===== src/rtl/secd_cfg.svh =====
// Constants for the storage ECC interpretation, logging and diagnostic block
`ifndef SECD_CFG_SVH
`define SECD_CFG_SVH

// Word geometry
`define SECD_WORD_W      16
`define SECD_BYTE_W      8
`define SECD_SYN_W       5
`define SECD_CHK_W       10

// Data bits covered by each syndrome / check bit
`define SECD_COVER_S1    8'h57
`define SECD_COVER_S2    8'h3B
`define SECD_COVER_S3    8'hAD
`define SECD_COVER_S4    8'hCE
`define SECD_COVER_S5    8'hF0

// Log word field positions
`define SECD_LOG_ENTRY   0
`define SECD_LOG_SYN_LO  1
`define SECD_LOG_SYN_HI  10
`define SECD_LOG_SPARE   11
`define SECD_LOG_BRD_LO  12
`define SECD_LOG_BRD_HI  15
`define SECD_LOG_RESET   16'h0000

`endif


===== src/rtl/secd_pkg.sv =====
// Types shared by the storage ECC block
package secd_pkg;
   // Diagnostic path selection
   typedef enum logic [1:0] {
      SECD_SEL_DATA,
      SECD_SEL_LOG,
      SECD_SEL_GEN,
      SECD_SEL_STORED
   } secd_sel_t;

   typedef logic [15:0] secd_word_t;
endpackage : secd_pkg


===== src/rtl/secd_log_if.sv =====
// Connection between the ECC core and its error log register
`timescale 1ns/1ps
interface secd_log_if;
   logic        load;
   logic        entry_clear;
   logic [15:0] capture;
   logic [15:0] word;

   modport core  (output load, output entry_clear, output capture, input word);
   modport store (input load, input entry_clear, input capture, output word);
endinterface : secd_log_if


===== src/rtl/secd_log_reg.sv =====
// Error log register with sticky new-entry bit
`timescale 1ns/1ps
`include "secd_cfg.svh"
module secd_log_reg
   import secd_pkg::*;
(
   // Clock and reset
   input wire logic clk,
   input wire logic reset_n,
   // Core side
   secd_log_if.store lg
);

   logic [15:1] log_body;
   logic        entry_bit;

   // Fields load only while the strobe is high, otherwise hold
   always_ff @(posedge clk or negedge reset_n) begin
      if (!reset_n) begin
         log_body <= 15'h0000;
      end else if (lg.load) begin
         log_body <= lg.capture[15:1];
      end
   end

   // New-entry bit; a new load beats a simultaneous clear
   always_ff @(posedge clk or negedge reset_n) begin
      if (!reset_n) begin
         entry_bit <= 1'b0;
      end else if (lg.load) begin
         entry_bit <= 1'b1;
      end else if (lg.entry_clear) begin
         entry_bit <= 1'b0;
      end
   end

   // Entry bit sits at the bottom of the log word
   assign lg.word = {log_body, entry_bit};
endmodule : secd_log_reg


===== src/rtl/secd_top.sv =====
// Storage ECC error interpretation, correction, logging and diagnostic select
`timescale 1ns/1ps
`include "secd_cfg.svh"

// Behaviour
// - All syndromes zero: good word, no fix flag, no error, no toggles.
// - One or three active syndromes in a byte: fix flag high, uncorrectable line low unless the other byte has two, four or five.
// - Two, four or five active: both uncorrectable line and fix flag high.
// - Check bit fails with lone syndrome; data bit by its three-syndrome AND.
// - Uncorrectable words still toggle decoded bits; five active inverts all eight.
// - Fix flag enables write-back so the corrected word is rewritten.
// - Any nonzero syndrome loads log with ten syndromes and four board bits.
// - Each new entry sets the entry bit; the processor clears it on inspection.
// - Every recognised error overwrites the log; it holds the latest one.
// - Log captures only while its load strobe is high, else holds.
// - Log layout: entry bit 0, syndromes 1-10, spare 11, board 12-15.
// - Correction is combinational; the processor data output is registered.
// - Each bit corrected from true and complement with corrector lines.
// - Corrected check bits go back to storage; corrected data to both.
// - Select lines decoded only while diagnostic request is active.
// - Any non-data select code suppresses all correction.
// - Generated-check code presents ten check bits made from write data.
// - Code 11 presents ten uncorrected stored check bits.
// - Check bits are even parity over their assigned data bits.
// - Syndrome is parity of stored check and its data bits.
// - Codes 00/01/10/11 pass data, log, generated, stored checks.
// - Entry bit clears when the log-read code is removed.
module secd_top
   import secd_pkg::*;
(
   // Clock and reset
   input  wire logic        clk,
   input  wire logic        reset_n,
   // Word from the storage holding register
   input  wire logic [15:0] stored_data,
   input  wire logic [9:0]  stored_check,
   // Write data from the processor, for check generation
   input  wire logic [15:0] write_data,
   // Log capture inputs
   input  wire logic [3:0]  board_select,
   input  wire logic        log_load_strobe,
   // Diagnostic selection from processor control timing
   input  wire logic        diag_request_line,
   input  wire logic        diag_select_high,
   input  wire logic        diag_select_low,
   // Processor side
   output logic [15:0]      cpu_data,
   output logic             correctable_fix_flag,
   output logic             uncorrectable_error,
   // Storage write-back side
   output logic [15:0]      corrected_data,
   output logic [9:0]       corrected_check,
   output logic [1:0]       writeback_enable,
   output logic [9:0]       generated_check_code
);

   // Coverage mask of one syndrome row
   function automatic logic [7:0] cover_mask(input int unsigned j);
      case (j)
         0:       cover_mask = `SECD_COVER_S1;
         1:       cover_mask = `SECD_COVER_S2;
         2:       cover_mask = `SECD_COVER_S3;
         3:       cover_mask = `SECD_COVER_S4;
         default: cover_mask = `SECD_COVER_S5;
      endcase
   endfunction : cover_mask

   // Even parity check bits over a byte
   function automatic logic [4:0] gen_check(input logic [7:0] d);
      logic [4:0] c;
      c = 5'h00;
      for (int j = 0; j < 5; j++) begin
         c[j] = ^(d & cover_mask(j));
      end
      return c;
   endfunction : gen_check

   // Syndrome of a stored byte and its check bits
   function automatic logic [4:0] syndrome(input logic [7:0] d, input logic [4:0] c);
      return gen_check(d) ^ c;
   endfunction : syndrome

   // Data bit toggles: a bit flips only when every covering syndrome is active
   function automatic logic [7:0] data_toggle(input logic [4:0] s);
      logic [7:0] t;
      logic [7:0] m;
      t = 8'hFF;
      m = 8'h00;
      for (int i = 0; i < 8; i++) begin
         for (int j = 0; j < 5; j++) begin
            m = cover_mask(j);
            if (m[i] && !s[j]) begin
               t[i] = 1'b0;
            end
         end
      end
      return t;
   endfunction : data_toggle

   // Check bit toggles: exactly one syndrome active
   function automatic logic [4:0] check_toggle(input logic [4:0] s);
      logic [4:0] t;
      t = 5'h00;
      for (int j = 0; j < 5; j++) begin
         t[j] = s[j] && ((s & ~(5'h01 << j)) == 5'h00);
      end
      return t;
   endfunction : check_toggle

   // Number of active syndromes
   function automatic logic [2:0] ones(input logic [4:0] s);
      logic [2:0] n;
      n = 3'h0;
      for (int j = 0; j < 5; j++) begin
         n = n + {2'b00, s[j]};
      end
      return n;
   endfunction : ones

   // Place ten check bits on the processor data lines, spares zero
   function automatic logic [15:0] place_check(input logic [9:0] c);
      return {3'b000, c[9:5], 3'b000, c[4:0]};
   endfunction : place_check

   secd_log_if lg ();

   secd_sel_t   sel;
   logic [9:0]  syn;
   logic [1:0]  byte_fix;
   logic [1:0]  byte_bad;
   logic [15:0] data_corr;
   logic [9:0]  check_corr;
   logic        log_sel_prev;
   secd_word_t  next_cpu_data;

   // Select decode; idle request means the normal data path
   always_comb begin
      if (!diag_request_line) begin
         sel = SECD_SEL_DATA;
      end else begin
         case ({diag_select_high, diag_select_low})
            2'b00:   sel = SECD_SEL_DATA;
            2'b01:   sel = SECD_SEL_LOG;
            2'b10:   sel = SECD_SEL_GEN;
            default: sel = SECD_SEL_STORED;
         endcase
      end
   end

   // Per-byte syndrome and classification
   always_comb begin
      syn        = 10'h000;
      byte_fix   = 2'b00;
      byte_bad   = 2'b00;
      data_corr  = 16'h0000;
      check_corr = 10'h000;
      for (int b = 0; b < 2; b++) begin
         syn[b*5 +: 5] = syndrome(stored_data[b*8 +: 8], stored_check[b*5 +: 5]);
         byte_fix[b]   = |syn[b*5 +: 5];
         byte_bad[b]   = ones(syn[b*5 +: 5]) inside {3'd2, 3'd4, 3'd5};
         // Diagnostic codes block the corrector lines entirely
         if (sel == SECD_SEL_DATA) begin
            data_corr[b*8 +: 8]  = data_toggle(syn[b*5 +: 5]);
            check_corr[b*5 +: 5] = check_toggle(syn[b*5 +: 5]);
         end
      end
   end

   // Word flags from both bytes
   assign correctable_fix_flag = |byte_fix;
   assign uncorrectable_error  = |byte_bad;

   // True and complement combined with the corrector lines, no clock involved
   assign corrected_data  = (stored_data & ~data_corr) | (~stored_data & data_corr);
   assign corrected_check = (stored_check & ~check_corr) | (~stored_check & check_corr);

   // Per-byte write-back timing enable
   assign writeback_enable = byte_fix;

   // Fresh check bits for the incoming write data
   assign generated_check_code = {gen_check(write_data[15:8]), gen_check(write_data[7:0])};

   // Log capture on any error while the strobe is high
   assign lg.load    = log_load_strobe && (|syn);
   // Extra select at bit 12, then bits a, b, c upward
   assign lg.capture = {board_select, 1'b0, syn, 1'b0};
   assign lg.entry_clear = log_sel_prev && (sel != SECD_SEL_LOG);

   // Remember log selection to see its removal
   always_ff @(posedge clk or negedge reset_n) begin
      if (!reset_n) begin
         log_sel_prev <= 1'b0;
      end else begin
         log_sel_prev <= (sel == SECD_SEL_LOG);
      end
   end

   secd_log_reg u_log (
      .clk     (clk),
      .reset_n (reset_n),
      .lg      (lg.store)
   );

   // Processor data selection
   always_comb begin
      case (sel)
         SECD_SEL_DATA:   next_cpu_data = corrected_data;
         SECD_SEL_LOG:    next_cpu_data = lg.word;
         SECD_SEL_GEN:    next_cpu_data = place_check(generated_check_code);
         SECD_SEL_STORED: next_cpu_data = place_check(stored_check);
         default:         next_cpu_data = corrected_data;
      endcase
   end

   // Registered so the processor sees a clean word; adds one cycle of latency
   always_ff @(posedge clk or negedge reset_n) begin
      if (!reset_n) begin
         cpu_data <= 16'h0000;
      end else begin
         cpu_data <= next_cpu_data;
      end
   end
endmodule : secd_top


===== config.mk =====
export PLATFORM = sky130hd
export DESIGN_NAME = secd_top
export DESIGN_NICKNAME = d
export VERILOG_FILES = /design/src/rtl/secd_pkg.sv /design/src/rtl/secd_log_if.sv /design/src/rtl/secd_log_reg.sv /design/src/rtl/secd_top.sv
export VERILOG_INCLUDE_DIRS = /design/src /design/src/rtl
export SDC_FILE = /design/constraint.sdc
export NUM_CORES = 1
export LEC_CHECK = 0
export BUFFER_PORTS_ARGS = -buffer_cell sky130_fd_sc_hd__buf_2
export CAP_MARGIN = 10
export CORE_MARGIN = 2
export CORE_UTILIZATION = 50
export DETAILED_ROUTE_END_ITERATION = 6
export PLACE_DENSITY = 0.87
export SKIP_LAST_GASP = 1
export SLEW_MARGIN = 20
export SYNTH_ARGS = -nofsm -noshare
export SYNTH_HDL_FRONTEND = slang
export SYNTH_SLANG_ARGS = --single-unit

===== constraint.sdc =====
create_clock -name clk -period 3.46 [get_ports clk]
set_input_delay 0.346 -clock clk [delete_from_list [all_inputs] [get_ports clk]]
set_output_delay 0.346 -clock clk [all_outputs]
set_load 0.02 [all_outputs]

==> results.txt, run 1 <==
By area, the combinational part of the netlist is dominated by XOR/XNOR gates. Classification of the worst setup path: primary input to output port. The first-pass GRT wire length is 12100 µm. The number of clock buffers added by TritonCTS is 5.

During I/O placement, the number of pins put on the boundary was 108. The run gives 0.891 as the global placement routability congestion. The logs give 334 for the net count after synthesis and 3.00 ns for the worst path arrival time. Entering global routing, the biggest net connects 33 pins. Of all cell types, the one taking the most synthesized area is dfrtp_1.

The floorplan step defined a die boundary enclosing 6570 µm². Measured against its own limit, the worst slew margin works out to 52.8%. The number of synthesized flops with an enable pin came out at 0. Cell internal power was estimated by the tool at 1.20 mW. The clock network is responsible for 16.9% of the overall power.

Summing the sequential cell areas from Yosys gives 27.0% of the chip area. The critical path's largest stage delay is 0.51 ns. Net switching is 43.2% of the power. During synthesis, Yosys emitted a total of 0 warnings.

Of the total synthesized cell area, the portion taken by AND, OR, NAND and NOR gates is 10.6%. Synthesis instantiated 50 different standard cells from the library. Cell type with the highest occurrence count on the critical path: buf_2. The number of buffers and inverters on the critical path is 4. Counting flops and latches in the post-synthesis netlist gives 32. Synthesis produced 272 cells.

Library cell contributing the largest single delay on the critical path: fa_1. In this run the worst path has a maximum fanout of 4. Root cell of the clock tree: clkbuf_8. Leaving out fill and tap cells, the most frequent cells in the layout are buf_2, xnor2_1, dfrtp_1. The adder-cell share of the synthesized area works out to 5.23%.

Cell family contributing the most delay on the critical path: adder cells. The tools report the share of power burned in registers as 22.9%. The area added between synthesis and finish came out at 27.7%. For this design the ratio of total power to cell area is 558 nW/µm².

The total number of cells along the worst setup path was 12; the maximum buffer depth of the clock tree was 2. The detailed-route wire length was 8040 µm. In the final routed layout, each cell accounts on average for 17.2 µm. In this run the worst hold path is classified as primary input to asynchronous set/reset pin. Setup violations remaining at the end of the flow were counted as 0. The net switching power was 0.913 mW.

At the pin with the least slew margin, the transition time is 0.708 ns. The count of endpoints failing hold in the final timing report was 0; the maximum vdd ir drop was 0.530 mV. Traced cell by cell, the critical path runs through buf_2, xor3_2, xnor3_2, clkinv_4, fa_1, inv_1, fa_2, ha_4, nor3b_1, a21oi_1, o221ai_1, buf_2.

Worst clock skew: 0.00527 ns. Measured along the x axis, the die boundary spans 81.0 µm. Leaving out filler cells and counting taps, the final layout contains 468. The clock transition time at the flip-flop clock pins of the worst setup and hold paths was 0.07 ns; the half-perimeter wire length of the detailed placement result was 6210 µm. The tool flagged a number of max-cap violations equal to 0. Share of the synthesized area in the top cell type: 27.0%.

The library cell used most frequently in the layout, excluding fill and tap cells, is buf_2. At the worst endpoint, the required time is 3.11 ns. The via count of the first global-routing pass came out at 2515. Ranked by total cell area, the synthesized netlist is headed by dfrtp_1, xnor2_1, xnor3_1. Timing would allow up to 298 MHz. From bottom edge to top edge, the die measures 81.0 µm. Registers take 801 µm².

For the starting density of the core, the log shows 51.0%. The flow ran to the end, and the final reports show no timing, DRC or antenna violations. Combinational cells account for 60.2% of the total power. TritonCTS built the clock tree. The antenna diode count was 0; the final worst-path cycle share was 96.8%. The number of buffers inserted by hold repair at cts is 0.

The worst setup path is launched from a primary input. The detailed router finished its first iteration with 140 violations. The synthesized area is 2970 µm². For this run the aggregate overflow at the end of global routing stands at 0. The average cell area after synthesis is 10.9 µm².

Leakage dissipation: 1.92 nW. The latest clock arrival within the worst-skew pair is 0.29 ns, and the initial antenna violation count is 0. The async set-reset flop share out of synthesis works out to 100%. The overall via count from detail_route was 2626; the worst reg-to-reg path cell count was 2. In the routed layout, each cell is associated on average with a via count of 5.61.

Most instantiated flip-flop cell in the synthesis netlist: dfrtp_1. The floorplan core area is 5820 µm², and the number of iterations in the first detailed-routing pass is 4. The H-tree was split into 2 levels.

The post-synthesis compound-gate area fraction came out at 12.5%. Final hold analysis gives a worst-case slack of 0.100 ns. The mux cell area share after synthesis is 6.87%, and the overall fraction of global-route tracks in use is 24.1%. For this run, design rule violations remaining after detail routing come to 0. The post-layout minimum cycle time works out to 3.35 ns. For the total placed cells including tap cells, the log shows 456. The worst setup path is captured at an output port.

In the final design database the tool counted 454 nets. In the final layout, the share of cells above drive strength 1 is 41.2%. Summing all multi-input logic gate instances after layout gives 2030 µm².

The layout has 465 filler cells. The post-synthesis xor/xnor area fraction works out to 32.8%. The number of max-slew violations in the final report was 0; the post-route core utilization was 65.1%. The clock sink total is 32, and the number of antenna-violating nets in the routed design is 0.

The site row count is 28. The number of port buffers is 107.
[worst register-to-register path: stages, from the launching register on]
cell and delay (ns):
dfrtp_1 0.40, a2bb2oi_1 0.15, o22a_1 0.18
[timing repair]
item / CTS / global route
setup buffers: 0 / 4
setup endpoints to repair: 0 / 1
resized for setup: 0 / 3
[path summary, 6_finish.rpt]
check / to / slack, ns / start
setup / recovery: uncorrectable_error / 0.11 / stored_data[9]
hold / removal: u_log.log_body[8] / 0.10 / reset_n
min in group clk: u_log.log_body[13] / 0.29 / board_select[1]
setup reg to reg: cpu_data[10] / 2.61 / u_log.log_body[10]
max in group asynchronous: cpu_data[15] / 2.90 / reset_n
hold reg to reg: u_log.entry_bit / 0.50 / u_log.entry_bit
[power groups by stage]
stage | Combinational (mW) | Sequential [mW] | Clock, mW
6_report | 1.27 | 0.483 | 0.358
5_1_grt | 1.37 | 0.490 | 0.378
4_1_cts | 1.20 | 0.482 | 0.360
3_5_place_dp | 1.19 | 0.488 | 0
3_3_place_gp | 1.16 | 0.484 | 0
2_1_floorplan | 0.789 | 0.525 | 0
[Yosys cell counts, drive strengths merged (6+ instances only)]
cell / instances
xnor2: 43
a22o: 11
clkbuf: 7
dfrtp: 32
o21ai: 6
xnor3: 11
inv: 24
mux2i: 8
nand2: 13
nor4: 6
nand4: 11
xor3: 7
nor2: 9
xor2: 18
mux2: 9
ha: 6
[sequential cells by signal, indices dropped and copies added, names as in the netlist]
name	cells
cpu_data	16
log_sel_prev	1
u_log.entry_bit	1
u_log.log_body	14
[cell families (layout without fill, tap and decap cells)]
group / Yosys count / in the layout
xor+xnor: 79 / 79
simple gates: 55 / 55
compound gates: 45 / 45
buf+inv: 34 / 155
flops: 32 / 32
mux: 17 / 17
fa+ha+maj: 10 / 10
[final cells by class]
cell class,count,area share [%]
Sequential cell,32,21.1
Multi-Input combinational cell,206,53.7
Clock inverter,3,1.12
Clock buffer,5,1.82
Tap cell,75,2.48
Timing Repair Buffer,122,17.1
Inverter,25,2.61
[layer usage]
| metal | up-vias | track usage, % | routed length, µm |
|---|---|---|---|
| li1 | 1203 | - | - |
| met1 | 1278 | 31.4 | 3160 |
| met2 | 128 | 41.3 | 4110 |
| met3 | 17 | 4.11 | 615 |
| met4 | 0 | 7.12 | 155 |
| met5 | - | 0 | 0 |
[per-stage QoR]
step                      power (mW)  TNS (ns)  setup WS (ns)  area, µm²
after floorplan                 1.31         0          0.200       2970
after global placement          1.65         0          0.148       3630
after detailed placement        1.68         0         0.0648       3630
after CTS                       2.04         0         0.0624       3740
after global routing            2.24   -0.0352        -0.0352       3790
final                           2.11         0          0.110       3790
No activity file was read; power rests on OpenSTA's default activity.
==> run 2, diff against run 1 <==
SETUP_SLACK_MARGIN = 0.15   (was not set)
==> run 2 against run 1 <==
Compared with the run above: first-iteration DRC count rose by 19%; sequential cell count is the same; total power is 5.9% higher; critical path type unchanged; cell area grew 2.1%; clock power is essentially flat; global-route usage up 0.18 points; worst setup slack improved by 0.0066 ns; maximum frequency up 0.20%; critical endpoint unchanged; critical path depth unchanged; core utilization is 1.4 points higher.
==> results.txt, run 2 (synthesis results as in run 1) <==
The run finished with clean final reports. Once the floorplan was initialized, standard cells occupied 51.0% of the core. Cell type with the highest occurrence count on the critical path: buf_2. The congestion estimate from routability-driven global placement came to 0.891.

After clock tree synthesis, the clock-pin slew on the worst setup and hold paths is 0.06 ns. The area growth from synthesis to layout is 30.4%. The first global-routing pass estimated 12200 µm of wire.

Class of the tightest hold or removal check: primary input to asynchronous set/reset pin. The run gives 2550 as the via count of the first global-routing pass. The global routing met3 resource utilization came out at 4.11%.

STA classifies the critical path startpoint as a primary input. The number of DRC markers after the initial detailed-route iteration came out at 166. At the worst endpoint, the required time is 3.11 ns. In this run, CTS created clock tree buffers numbering 5. Cell family contributing the most delay on the critical path: adder cells. The count of endpoints failing hold in the final timing report came out at 0. The maximum clock frequency was 299 MHz. The global-route congestion overflow total was 0; the area of the die was 6570 µm².

Together, buffers and inverters on the worst path number 4. The worst setup path is captured at an output port. The number of max-slew violations in the final report is 0, and the via density per instance is 5.60. The antenna diode count was 0; the number of antenna-violating nets in the routed design was 0. The most common cell after layout, fill and taps aside is buf_2. The largest registers in the layout are cpu_data: 16 flops, u_log.log_body: 14 flops.

The worst path arrival time was 3.00 ns. For this run, the total global-route usage over all layers was measured as 24.3%. The share of layout cells above drive strength 1 came out at 44.3%.

For the pin with the worst max-slew slack, the measured transition is 0.713 ns. TritonCTS built the clock tree. The setup path with the least slack is of type primary input to output port. Setup total negative slack on the finished layout was measured at 0 ns. cpu_data holds more flip-flops than any other register. The worst pin sits at a relative slew slack of 52.5%.

The critical path runs through a total of 12 cells. Half-perimeter wire length of the detailed placement result: 6210 µm. Leaving out fill and tap cells, the most frequent cells in the layout are buf_2, xnor2_1, dfrtp_1. Root cell of the clock tree: clkbuf_8. The clock tree synthesis step divided the H-tree into 2 levels. The core region is 5820 µm². The run gives 0.29 ns as the latest clock arrival within the worst-skew pair.

The register with the most flip-flops in the layout has 16 of them. Setup repair after global routing could not meet its margin everywhere. For met2 alone, demand over resource in global routing was 42.1%. The floorplan step set the die width to 81.0 µm. The number of failing setup endpoints in the final timing report is 0.

The layer flagged by global routing as most heavily used is met2. Across the run, the number of max-cap violations was 0. For this block, the via count after detailed routing is 2634. For the worst flop-to-flop path, the logic depth is 2. The maximum net fanout on the critical path was 3. For the total DRC errors in the routed layout, the log shows 0. For the site row count, the log shows 28. The run gives 8230 µm as the detailed-route wire length. For this design the top-level I/O count stands at 108.

Dividing the detail-routed wire length by the instance count gives 17.5 µm. The pre-antenna-repair detailed-routing pass consisted of 4 iterations. The post-layout minimum cycle time works out to 3.34 ns.

The maximum buffer depth of the clock tree is 2, and the worst clock skew is 0.00507 ns. Entering global routing, the biggest net connects 33 pins. Walking the worst path, the cells encountered are buf_2, xnor3_1, xor3_2, inv_2, fa_1, inv_1, fa_2, ha_4, nor2_2, a21oi_2, o221ai_2, buf_2. For the final design area excluding fillers, the log shows 3870 µm². The routing usage on met1 is 31.1%, and the initial antenna violation count is 0. VDD sags by at most 0.545 mV. The number of nets in the layout is 456, and the final worst-path cycle share is 96.6%.

For this run, the slowest stage of the critical path takes 0.51 ns. In this run the cell area measured after placement is 3630 µm². For this design, the slowest cell found on the critical path is fa_1. The die is 81.0 µm tall.

In this run the static leakage power is 1.94 nW. The tree built by TritonCTS fans out to 32 sinks. The count of buffers added on input and output ports is 107.

Power spread over the standard cell area amounts to 578 nW/µm².
-- run 2: changes by cell type in the layout (fill, tap and decap cells not counted), moves of 2 or more --
cell / delta
buf_4: +2
xnor2_1: -2
buf_2: -2
xnor2_2: +2
-- run 2: worst register-to-register path: stages, from the launching register on --
cell,delay (ns)
dfrtp_1,0.41
a2bb2oi_1,0.15
o22a_1,0.18
-- run 2: worst paths after layout --
check	end	slack (ns)	startpoint
max	uncorrectable_error	0.12	stored_data[1]
min	cpu_data[11]	0.11	reset_n
max reg2reg	cpu_data[10]	2.60	u_log.log_body[10]
min reg2reg	u_log.entry_bit	0.50	u_log.entry_bit
max in group asynchronous	cpu_data[15]	2.89	reset_n
min in group clk	u_log.log_body[13]	0.29	board_select[1]
-- run 2: layout make-up --
class                      instances  area, µm²
multi-input combinational        206       2080
fill                             452       1950
sequential                        32        801
timing repair buffer             124        679
inverter                          25       98.8
tap                               75       93.8
clock buffer                       5       68.8
clock inverter                     3       42.5
-- run 2: metal layers --
| layer | vias up | wire [µm] |
|---|---|---|
| li1 | 1204 | - |
| met1 | 1312 | 3310 |
| met2 | 102 | 4270 |
| met3 | 16 | 494 |
| met4 | 0 | 160 |
| met5 | - | 0 |
-- run 2: report_power, final --
group	total, mW	switching (mW)	internal (mW)
registers	0.484	0.0354	0.449
logic	1.40	0.791	0.606
clock network	0.356	0.143	0.213
-- run 2: through the flow --
step | total power [mW] | hold slack, ns | instances | worst slack (ns) | utilization (%)
2_1_floorplan | 1.31 | 0.0504 | 272 | 0.200 | -
3_3_place_gp | 1.65 | 0.428 | 456 | 0.148 | 62.4
3_5_place_dp | 1.68 | 0.442 | 456 | 0.0648 | 62.4
4_1_cts | 2.07 | 0.134 | 467 | 0.155 | 64.8
5_1_grt | 2.36 | 0.160 | 470 | 0.0424 | 66.5
6_report | 2.24 | 0.111 | 470 | 0.116 | 66.5
-- run 2: what timing repair did --
action	4_1_cts	5_1_grt
setup endpoints to repair	1	1
pin swaps	2	7
setup buffers	3	3
gates resized for setup	3	17
endpoints found under the hold margin	0	0
hold buffers	0	0
